## config.mk

```make
export PLATFORM = sky130hd
export DESIGN_NAME = lld_dimming
export DESIGN_NICKNAME = d
export VERILOG_FILES = /design/src/verilog/lld_pkg.sv /design/src/verilog/lld_tick_gen.sv /design/src/verilog/lld_curve_engine.sv /design/src/verilog/lld_dimming.sv
export SDC_FILE = /design/constraint.sdc
export NUM_CORES = 1
export LEC_CHECK = 0
export BUFFER_PORTS_ARGS = -buffer_cell sky130_fd_sc_hd__clkbuf_2
export CAP_MARGIN = 0
export CORE_ASPECT_RATIO = 0.75
export CORE_MARGIN = 2
export CORE_UTILIZATION = 50
export DETAILED_ROUTE_END_ITERATION = 12
export PLACE_DENSITY = 0.77
export REMOVE_ABC_BUFFERS = 1
export SYNTH_ARGS = -nofsm -noshare
export SYNTH_HDL_FRONTEND = slang
export SYNTH_HIERARCHICAL = 1
export SYNTH_SLANG_ARGS = --single-unit
```

## constraint.sdc

```tcl
create_clock -name mclk -period 7.4 [get_ports mclk]
set_input_delay 1.48 -clock mclk [delete_from_list [all_inputs] [get_ports mclk]]
set_output_delay 1.48 -clock mclk [all_outputs]
set_load 0.02 [all_outputs]
```

## src/verilog/lld_pkg.sv

```systemverilog
// Shared constants for the local dimming PWM block.
package lld_pkg;

  localparam int NUM_CH = 12;
  localparam int GAIN_W = 7;
  localparam int THR_W  = 16;
  localparam int SUB_W  = 9;
  localparam int STG_W  = 5;

  localparam logic [GAIN_W-1:0] STEP_MAX   = 7'h7F;
  localparam logic [GAIN_W-1:0] STEP_LAST1 = 7'h7E;
  localparam int                STEPS      = 128;

  // Clock rates and the internal oscillator that paces the dimming counter.
  localparam int MCLK_PERIOD_PS = 8000;
  localparam int OSC_PERIOD_NS  = 303;
  localparam int OSC_DIV        = (OSC_PERIOD_NS * 1000) / MCLK_PERIOD_PS;

  // Longest PWM periods and the oscillator ticks spent in each counter step.
  localparam int PERIOD_SHORT_NS = 5000000;
  localparam int PERIOD_LONG_NS  = 10000000;
  localparam logic [SUB_W-1:0] SUB_SHORT = SUB_W'(PERIOD_SHORT_NS / (STEPS * OSC_PERIOD_NS));
  localparam logic [SUB_W-1:0] SUB_LONG  = SUB_W'(PERIOD_LONG_NS / (STEPS * OSC_PERIOD_NS));

  // Ratio between neighbouring dimming steps, as a Q16 fraction.
  localparam int          ALPHA_X10000 = 9471;
  localparam logic [15:0] ALPHA_Q16    = 16'((ALPHA_X10000 * 65536 + 5000) / 10000);

  // Comparator trip points that drive the two thermal inputs.
  localparam int TEMP_WARN_C = 140;
  localparam int TEMP_SHUT_C = 170;

  // Register direct addresses.
  localparam logic [7:0] ADDR_CONF_ONE    = 8'h00;
  localparam logic [7:0] ADDR_CONF_TWO    = 8'h01;
  localparam logic [7:0] ADDR_UPPER_FAULT = 8'h03;
  localparam logic [7:0] ADDR_GAIN_FIRST  = 8'h05;
  localparam logic [7:0] ADDR_GAIN_LAST   = 8'h10;

  // Field positions.
  localparam int CONF_BUS_MODE_BIT = 7;
  localparam int CONF_FLAG_HI      = 6;
  localparam int CONF_FLAG_LO      = 5;
  localparam int CONF_DIM_EN_BIT   = 4;
  localparam int CONF_CH_HI        = 3;
  localparam int UPPER_PERIOD_BIT  = 7;
  localparam int GAIN_PWM_ON_BIT   = 7;
  localparam int STATUS_T_ALERT    = 3;
  localparam int STATUS_T_FAIL     = 2;

  localparam logic [7:0]        CONF_RESET = 8'h00;
  localparam logic [GAIN_W-1:0] GAIN_RESET = 7'h00;

  // Oscillator tick at which each channel turns on, counted from channel 0.
  localparam logic [NUM_CH-1:0][STG_W-1:0] STAGGER_AT = {
    5'h12, 5'h11, 5'h10, 5'h0F, 5'h0E, 5'h0D,
    5'h06, 5'h04, 5'h03, 5'h02, 5'h01, 5'h00};
  localparam logic [STG_W-1:0] STAGGER_END = 5'h12;

endpackage : lld_pkg

```

## src/verilog/lld_tick_gen.sv

```systemverilog
// Divider that turns the system clock into internal oscillator ticks.
`timescale 1ns/1ps
module lld_tick_gen #(
  parameter int DIV = lld_pkg::OSC_DIV
) (
  input  wire logic mclk,
  input  wire logic reset_n,
  output logic      tick
);

  localparam int CW = $clog2(DIV);
  localparam logic [CW-1:0] LAST = CW'(DIV - 1);
  localparam logic [CW-1:0] ZERO = '0;
  localparam logic [CW-1:0] ONE  = CW'(1);

  logic [CW-1:0] cnt_q;

  always_ff @(posedge mclk or negedge reset_n) begin
    if (!reset_n) begin
      cnt_q <= ZERO;
      tick  <= 1'b0;
    end else if (cnt_q == LAST) begin
      cnt_q <= ZERO;
      tick  <= 1'b1;
    end else begin
      cnt_q <= cnt_q + ONE;
      tick  <= 1'b0;
    end
  end
endmodule : lld_tick_gen

```

## src/verilog/lld_curve_engine.sv

```systemverilog
// Serial engine that turns a dimming step into an exponential on-time.
`timescale 1ns/1ps
module lld_curve_engine #(
  parameter int THR_W  = lld_pkg::THR_W,
  parameter int GAIN_W = lld_pkg::GAIN_W
) (
  input  wire logic              mclk,
  input  wire logic              reset_n,
  input  wire logic              start,
  input  wire logic [GAIN_W-1:0] gain,
  input  wire logic [THR_W-1:0]  full,
  output logic                   ready,
  output logic                   done,
  output logic [THR_W-1:0]       result
);

  typedef enum logic [1:0] {ENG_IDLE, ENG_RUN, ENG_DONE} lld_eng_e;

  localparam logic [GAIN_W-1:0] ONE = GAIN_W'(1);

  lld_eng_e          state_q;
  logic [THR_W-1:0]  acc_q;
  logic [GAIN_W-1:0] left_q;

  // One multiply per cycle keeps the area to a single multiplier shared by all channels.
  function automatic logic [THR_W-1:0] lldScale(input logic [THR_W-1:0] v);
    logic [THR_W+15:0] p;
    p = v * lld_pkg::ALPHA_Q16;
    return p[THR_W+15:16];
  endfunction : lldScale

  always_ff @(posedge mclk or negedge reset_n) begin
    if (!reset_n) begin
      state_q <= ENG_IDLE;
      acc_q   <= '0;
      left_q  <= '0;
    end else begin
      case (state_q)
        ENG_IDLE: begin
          if (start) begin
            acc_q   <= full;
            left_q  <= lld_pkg::STEP_MAX - gain;
            state_q <= ENG_RUN;
          end
        end
        ENG_RUN: begin
          if (left_q == '0) begin
            state_q <= ENG_DONE;
          end else begin
            acc_q  <= lldScale(acc_q);
            left_q <= left_q - ONE;
          end
        end
        default: begin
          state_q <= ENG_IDLE;
        end
      endcase
    end
  end

  assign ready  = (state_q == ENG_IDLE);
  assign done   = (state_q == ENG_DONE);
  assign result = acc_q;
endmodule : lld_curve_engine

```

## src/verilog/lld_dimming.sv

```systemverilog
// Twelve-channel local dimming PWM with staggered turn-on and thermal protection.
`timescale 1ns/1ps
module lld_dimming #(
  parameter int NUM_CH  = lld_pkg::NUM_CH,
  parameter int OSC_DIV = lld_pkg::OSC_DIV
) (
  input  wire logic              mclk,
  input  wire logic              reset_n,
  input  wire logic              regWrite,
  input  wire logic [7:0]        regAddr,
  input  wire logic [7:0]        regData,
  input  wire logic              statusClear,
  input  wire logic              tempWarnRaw,
  input  wire logic              tempShutRaw,
  output logic      [NUM_CH-1:0] chanOut,
  output logic                   faultFlagPin,
  output logic      [7:0]        faultStatus,
  output logic      [1:0]        flagMode,
  output logic      [6:0]        dimCount
);

  localparam int GW = lld_pkg::GAIN_W;
  localparam int TW = lld_pkg::THR_W;
  localparam int SW = lld_pkg::SUB_W;
  localparam logic [SW-1:0] SUB_ONE  = SW'(1);
  localparam logic [GW-1:0] STEP_ONE = GW'(1);
  localparam int GSW = lld_pkg::STG_W;
  localparam logic [GSW-1:0] STG_ONE = GSW'(1);
  localparam logic [3:0] CH_ONE  = 4'h1;
  localparam logic [3:0] CH_LAST = 4'(NUM_CH - 1);

  // Thermal comparator outputs arrive from the analog side, unrelated to mclk.
  logic warnMeta_q;
  logic warnSync_q;
  logic shutMeta_q;
  logic shutSync_q;

  always_ff @(posedge mclk or negedge reset_n) begin
    if (!reset_n) begin
      warnMeta_q <= 1'b0;
      warnSync_q <= 1'b0;
      shutMeta_q <= 1'b0;
      shutSync_q <= 1'b0;
    end else begin
      warnMeta_q <= tempWarnRaw;
      warnSync_q <= warnMeta_q;
      shutMeta_q <= tempShutRaw;
      shutSync_q <= shutMeta_q;
    end
  end

  // Register write port.
  logic                     busModeSel_q;
  logic                     dimEn_q;
  logic [1:0]               flagMode_q;
  logic [NUM_CH-1:0]        chanEn_q;
  logic                     longPeriod_q;
  logic [NUM_CH-1:0]        pwmOn_q;
  logic [NUM_CH-1:0][GW-1:0] gainPend_q;
  logic [7:0]               gainIdx;

  assign gainIdx = regAddr - lld_pkg::ADDR_GAIN_FIRST;

  always_ff @(posedge mclk or negedge reset_n) begin
    if (!reset_n) begin
      busModeSel_q <= lld_pkg::CONF_RESET[lld_pkg::CONF_BUS_MODE_BIT];
      dimEn_q      <= lld_pkg::CONF_RESET[lld_pkg::CONF_DIM_EN_BIT];
      flagMode_q   <= lld_pkg::CONF_RESET[lld_pkg::CONF_FLAG_HI:lld_pkg::CONF_FLAG_LO];
      chanEn_q     <= '0;
      longPeriod_q <= lld_pkg::CONF_RESET[lld_pkg::UPPER_PERIOD_BIT];
      pwmOn_q      <= '0;
      gainPend_q   <= '0;
    end else if (regWrite) begin
      if (regAddr == lld_pkg::ADDR_CONF_ONE) begin
        busModeSel_q       <= regData[lld_pkg::CONF_BUS_MODE_BIT];
        flagMode_q         <= regData[lld_pkg::CONF_FLAG_HI:lld_pkg::CONF_FLAG_LO];
        dimEn_q            <= regData[lld_pkg::CONF_DIM_EN_BIT];
        chanEn_q[NUM_CH-1:8] <= regData[lld_pkg::CONF_CH_HI:0];
      end else if (regAddr == lld_pkg::ADDR_CONF_TWO) begin
        chanEn_q[7:0] <= regData;
      end else if (regAddr == lld_pkg::ADDR_UPPER_FAULT) begin
        longPeriod_q <= regData[lld_pkg::UPPER_PERIOD_BIT];
      end else if (regAddr >= lld_pkg::ADDR_GAIN_FIRST && regAddr <= lld_pkg::ADDR_GAIN_LAST) begin
        pwmOn_q[gainIdx[3:0]]    <= regData[lld_pkg::GAIN_PWM_ON_BIT];
        gainPend_q[gainIdx[3:0]] <= regData[GW-1:0];
      end
    end
  end

  logic dimActive;
  assign dimActive = busModeSel_q && dimEn_q;

  logic oscTick;

  lld_tick_gen #(
    .DIV (OSC_DIV)
  ) u_tick (
    .mclk    (mclk),
    .reset_n (reset_n),
    .tick    (oscTick)
  );

  // Dimming counter: the 7-bit step count, each step lasting subTicks oscillator ticks.
  logic [SW-1:0] subTicks;
  logic [SW-1:0] subCnt_q;
  logic [GW-1:0] stepCnt_q;
  logic          stepEnd;
  logic          loadGains;

  assign subTicks  = longPeriod_q ? lld_pkg::SUB_LONG : lld_pkg::SUB_SHORT;
  assign stepEnd   = dimActive && oscTick && (subCnt_q >= subTicks - SUB_ONE);
  assign loadGains = stepEnd && (stepCnt_q == lld_pkg::STEP_LAST1);

  // Only a reset clears the count, so a re-entered period may start short.
  always_ff @(posedge mclk or negedge reset_n) begin
    if (!reset_n) begin
      subCnt_q  <= '0;
      stepCnt_q <= '0;
    end else if (stepEnd) begin
      subCnt_q  <= '0;
      stepCnt_q <= stepCnt_q + STEP_ONE;
    end else if (dimActive && oscTick) begin
      subCnt_q <= subCnt_q + SUB_ONE;
    end
  end

  logic [NUM_CH-1:0][GW-1:0] gainAct_q;

  always_ff @(posedge mclk or negedge reset_n) begin
    if (!reset_n) begin
      gainAct_q <= '0;
    end else if (loadGains) begin
      gainAct_q <= gainPend_q;
    end
  end

  // On-time thresholds are refreshed channel by channel; a full sweep is far shorter
  // than the 7Fh step, so fresh gains are in place before the next period begins.
  logic [TW-1:0]             fullTicks;
  logic [TW-1:0]             position;
  logic [3:0]                engCh_q;
  logic                      engReady;
  logic                      engDone;
  logic [TW-1:0]             engResult;
  logic [NUM_CH-1:0][TW-1:0] thr_q;

  assign fullTicks = TW'(lld_pkg::STEPS) * TW'(subTicks);
  assign position  = TW'(stepCnt_q) * TW'(subTicks) + TW'(subCnt_q);

  lld_curve_engine #(
    .THR_W  (TW),
    .GAIN_W (GW)
  ) u_curve (
    .mclk    (mclk),
    .reset_n (reset_n),
    .start   (engReady),
    .gain    (gainAct_q[engCh_q]),
    .full    (fullTicks),
    .ready   (engReady),
    .done    (engDone),
    .result  (engResult)
  );

  always_ff @(posedge mclk or negedge reset_n) begin
    if (!reset_n) begin
      engCh_q <= '0;
      thr_q   <= '0;
    end else if (engDone) begin
      thr_q[engCh_q] <= engResult;
      engCh_q        <= (engCh_q == CH_LAST) ? 4'h0 : engCh_q + CH_ONE;
    end
  end

  // Staggered turn-on sequencer, paced by oscillator ticks.
  logic [lld_pkg::STG_W-1:0] stgCnt_q;
  logic                      stgRun_q;
  logic [NUM_CH-1:0]         latched_q;
  logic [NUM_CH-1:0]         pending;

  assign pending = chanEn_q & ~latched_q;

  always_ff @(posedge mclk or negedge reset_n) begin
    if (!reset_n) begin
      stgRun_q <= 1'b0;
      stgCnt_q <= '0;
    end else if (!dimActive || shutSync_q) begin
      stgRun_q <= 1'b0;
      stgCnt_q <= '0;
    end else if (!stgRun_q && pending != '0) begin
      stgRun_q <= 1'b1;
      stgCnt_q <= '0;
    end else if (stgRun_q && oscTick) begin
      if (stgCnt_q == lld_pkg::STAGGER_END) begin
        stgRun_q <= 1'b0;
      end else begin
        stgCnt_q <= stgCnt_q + STG_ONE;
      end
    end
  end

  always_ff @(posedge mclk or negedge reset_n) begin
    if (!reset_n) begin
      latched_q <= '0;
    end else begin
      for (int k = 0; k < NUM_CH; k++) begin
        if (!chanEn_q[k] || !dimActive || shutSync_q) begin
          latched_q[k] <= 1'b0;
        end else if (stgRun_q && stgCnt_q >= lld_pkg::STAGGER_AT[k]) begin
          latched_q[k] <= 1'b1;
        end
      end
    end
  end

  // Output stage. A channel with its PWM bit off runs at full current.
  logic [NUM_CH-1:0] pwmLevel;
  logic [NUM_CH-1:0] chanOut_d;

  always_comb begin
    for (int k = 0; k < NUM_CH; k++) begin
      pwmLevel[k] = !pwmOn_q[k] || (position < thr_q[k]);
      if (shutSync_q || !chanEn_q[k]) begin
        chanOut_d[k] = 1'b0;
      end else if (dimActive) begin
        chanOut_d[k] = latched_q[k] && pwmLevel[k];
      end else begin
        chanOut_d[k] = 1'b1;
      end
    end
  end

  logic tAlert_q;
  logic tFail_q;

  always_ff @(posedge mclk or negedge reset_n) begin
    if (!reset_n) begin
      chanOut      <= '0;
      faultFlagPin <= 1'b0;
      tAlert_q     <= 1'b0;
      tFail_q      <= 1'b0;
    end else begin
      chanOut      <= chanOut_d;
      faultFlagPin <= shutSync_q;
      // A new event in the clearing cycle keeps the flag set.
      tAlert_q     <= warnSync_q || (tAlert_q && !statusClear);
      tFail_q      <= shutSync_q || (tFail_q && !statusClear);
    end
  end

  always_comb begin
    faultStatus                          = 8'h00;
    faultStatus[lld_pkg::STATUS_T_ALERT] = tAlert_q;
    faultStatus[lld_pkg::STATUS_T_FAIL]  = tFail_q;
  end

  assign flagMode = flagMode_q;
  assign dimCount = stepCnt_q;
endmodule : lld_dimming

```

==> summary by stage <==
Floorplan
The number of I/O pins is 52. From bottom edge to top edge, the die measures 215 um. The full die area is 0.0613 mm^2. The number of standard-cell rows in the floorplan is 77. The width of the chip is 285 um.

The floorplan step defined a core boundary enclosing 0.0588 mm^2. For this configuration, the core starts out at a cell density of 0.505.

Synthesis
The mean cell area of the mapped netlist is 11.0 um^2. Summed over all instances, the cell type with the most area after synthesis is dfrtp_1. The number of distinct library cell variants in the gate-level netlist after synthesis is 83. The summed instance area of the synthesized netlist is 0.0297 mm^2. The number of flip-flops and latches in the synthesized netlist is 478. The proportion of synthesized flip-flops having asynchronous set or reset is 1.00. The predominant post-synthesis flop cell is dfrtp_1.

The post-synthesis sequential area ratio is 0.403. The count of warnings emitted by yosys is 6. The share of synthesized area in the top cell type comes to 0.403. Ranked by total cell area, the synthesized netlist is headed by dfrtp_1, ha_1, mux2_2. The number of enable flip-flop cells after synthesis is 0. The number of standard cells after synthesis is 2,686.

Setup path
The cell type with the highest occurrence count on the critical path is fa_1. The critical path's largest stage delay is 0.84 ns. The critical path goes through inv_1, fa_1, inv_1, fa_1, fa_1, fa_1, fa_1, ha_1, ha_1, a21oi_1, o21ai_0, a211o_1, o211ai_1, o21ai_0, o31ai_1, nor3_1. For the worst setup path, the data arrival time is 6.97 ns.

The worst setup path is of the reg -> reg kind. The type of element capturing the critical path is a flip-flop. Tracing the worst setup path back leads to its startpoint at u_curve/result[4].

The startpoint of the most critical register-to-register path is u_curve/result[4]. The largest fanout on the critical path is 16. Data on the critical path is required at its endpoint by 7.87 ns.

The type of element launching the critical path is a flip-flop. The worst-path cell with the longest stage delay is dfrtp_1.

Place
The number of port buffers is 45. The post-placement cell count is 3,470. Before CTS, the worst setup slack after placement is 1.00 ns. Routability-driven placement finished with a final weighted congestion of 0.942. The total half-perimeter wirelength after legalization and detailed placement is 53,300 um.

Timing
Setup repair after global routing left no endpoint under its margin. Static timing analysis puts the maximum clock frequency at 154 MHz. The final-report setup violation count is 0. The count of final hold-check violations is 0. The minimum clock period is 6.49 ns. The max-slew violation count is 0. The slew at the pin with the worst max-slew slack is 1.10 ns.

Dividing the final minimum period by the clock period gives 0.877. The worst path meets setup with 0.907 ns of slack. The final-layout setup total negative slack is 0 ns. Measured against its own limit, the worst slew margin works out to 0.253. The clock arrives with 0.0425 ns of skew.

Final layout
The final layout contains 3,188 nets. The final cell count without fillers is 3,560. At the end of the flow the core is filled with cells to 0.554. The area overhead of the layout relative to synthesis is 9.74%.

The layout cell share with drive strength beyond 1 is 0.170.

Global route
The total grt overflow is 0. The number of global-route vias before repair is 21,400. The initial antenna violation count is 1.

The wire length of the first global-routing pass is 121,000 um. For this run, the total global-route usage over all layers was measured as 0.250. Entering global routing, the biggest net connects 165 pins.

Clock tree
The cell sitting at the root of the clock tree is a clkbuf_16. TritonCTS built the clock tree. The total setup buffers inserted after CTS is 0. Clock tree synthesis inserted a total of 49 buffers. The clock edge transition at the registers on the reported setup and hold paths is 0.06 ns. The clock tree synthesis step divided the H-tree into 2 levels. Counting every sink on the clock net gives 478. Once the clock tree was built, the resizer swapped 0 gates to a different size. The insertion delay to the later sink of the worst-skew pair is 0.62 ns. No sink is reached through more buffers than the 3 on the longest clock path. The number of hold buffers added after CTS was 0.

Min path
The tightest min-delay check is of the reg -> reg type. The start point of the worst min-delay path is warnMeta_q.

Outcome
The flow ran to the end, and the final reports show no timing, DRC or antenna violations.

Detailed routing
The final route contains 20,600 vias. The mean routed wirelength per cell is 21.0 um. The first TritonRoute pass finished after 5 iterations.

The iteration-0 DRC count of the detailed router is 1,824. The final wirelength is 74,600 um. The count of nets left with antenna violations once routing finished came out at 0. The post-route DRC violation count is 0.

The mean number of vias per cell is 5.79.

Flow run
The tool flagged a number of max-cap violations equal to 0.
per-stage QoR:
step	hold WS (ns)	area [um^2]
2_1_floorplan	0.331	29300
3_3_place_gp	0.333	30800
3_5_place_dp	0.344	30800
4_1_cts	0.359	32500
5_1_grt	0.380	32500
6_report	0.356	32600
cells by family (layout without fill, tap and decap cells):
logic type      after synthesis  after routing  synth area share
xor+xnor                     39             39            0.0115
fa+ha+maj                   435            435             0.206
other cells                   1             24          0.000126
simple gates                431            431            0.0709
compound gates              478            478             0.104
buf+inv                     472            533            0.0632
mux                         352            352             0.141
flops                       478            478             0.403
cell usage in the layout (no fill, tap or decap), types with 16 or more instances in the layout:
cell type  synthesis  routed
a211oi_1          19      19
a21o_1            61      61
a21oi_1          103     102
buf_4             11      25
clkbuf_16          0      49
clkbuf_2           0      44
conb_1             1      23
dfrtp_1          478     478
fa_1              87      87
ha_1             348     348
inv_1            369     369
mux2_1            60      60
mux2_2           258     258
mux4_2            21      21
nand2_1          147     147
nand3_1           30      30
nand4_1           26      26
nor2_1            91      91
nor2b_1           31      31
nor3_1            27      26
o21ai_0          160     160
or3_1             16      16
xnor2_1           25      22
critical path: cells and delay by family, from the launching register on:
family	cells	cell delay [ns]
adder cells (fa/ha/maj)	7	3.29
AND/OR/NAND/NOR	1	0.08
AO/OA/AOI/OAI	6	1.70
flip-flops	1	0.84
buffers and inverters	2	0.45
flip-flops by register name, indices dropped and copies added, names as in the netlist, 2 cells and up:
register	cells
gainPend_q	84
thr_q	192
flagMode	2
pwmOn_q	12
latched_q	12
chanEn_q	12
stgCnt_q	5
u_curve/left_q	7
gainAct_q	84
engCh_q	4
dimCount	7
chanOut	12
u_tick/cnt_q	6
subCnt_q	9
u_curve/state_q	2
u_curve/result	16
final timing paths:
check / endpoint / slack [ns] / cells past startpoint
setup / recovery: u_curve/result[15] / 0.91 / 16
hold / removal: warnSync_q / 0.36 / 0
setup reg to reg: u_curve/result[15] / 0.91 / 16
hold reg to reg: warnSync_q / 0.36 / 0
max in group asynchronous: pwmOn_q[2] / 4.92 / 2
min in group asynchronous: chanOut[0] / 0.95 / 1
Yosys cell counts, drive strengths merged, types with 8 or more instances:
library cell  instances
or3                  17
o21a                 13
ha                  348
nand2b               15
mux2i                13
a211o                 9
a21oi               104
nand2               150
nand3                31
and2                 16
clkbuf               73
a41o                 11
nor2                 96
a31oi                12
dfrtp               478
xor2                 14
nor3                 29
nand4                26
xnor2                25
buf                  27
fa                   87
a21o                 61
a211oi               19
nor2b                31
o22ai                 8
o311a                10
o21ai               165
and3                  8
inv                 371
mux4                 21
mux2                318
routing by layer:
layer  track usage  up-vias  part of all wire
met5             0        -                 0
met4        0.0590        0             0.021
met3        0.0447      117             0.073
met2         0.385      672              0.44
met1         0.369    10500              0.46
li1              -     9378                 -
final cells by class:
cell class                      count  area, um^2
Fill cell                        4916       26200
Tap cell                          790         988
Timing Repair Buffer               72         463
Inverter                          372        1400
Antenna cell                        1        2.50
Sequential cell                   478       12000
Multi-Input combinational cell   1758       16000
Clock inverter                     22         347
Clock buffer                       67        1420
Power is left out: the tool's default activity adds up to more than one toggle a clock period on the data nets, which glitch-free logic cannot reach.
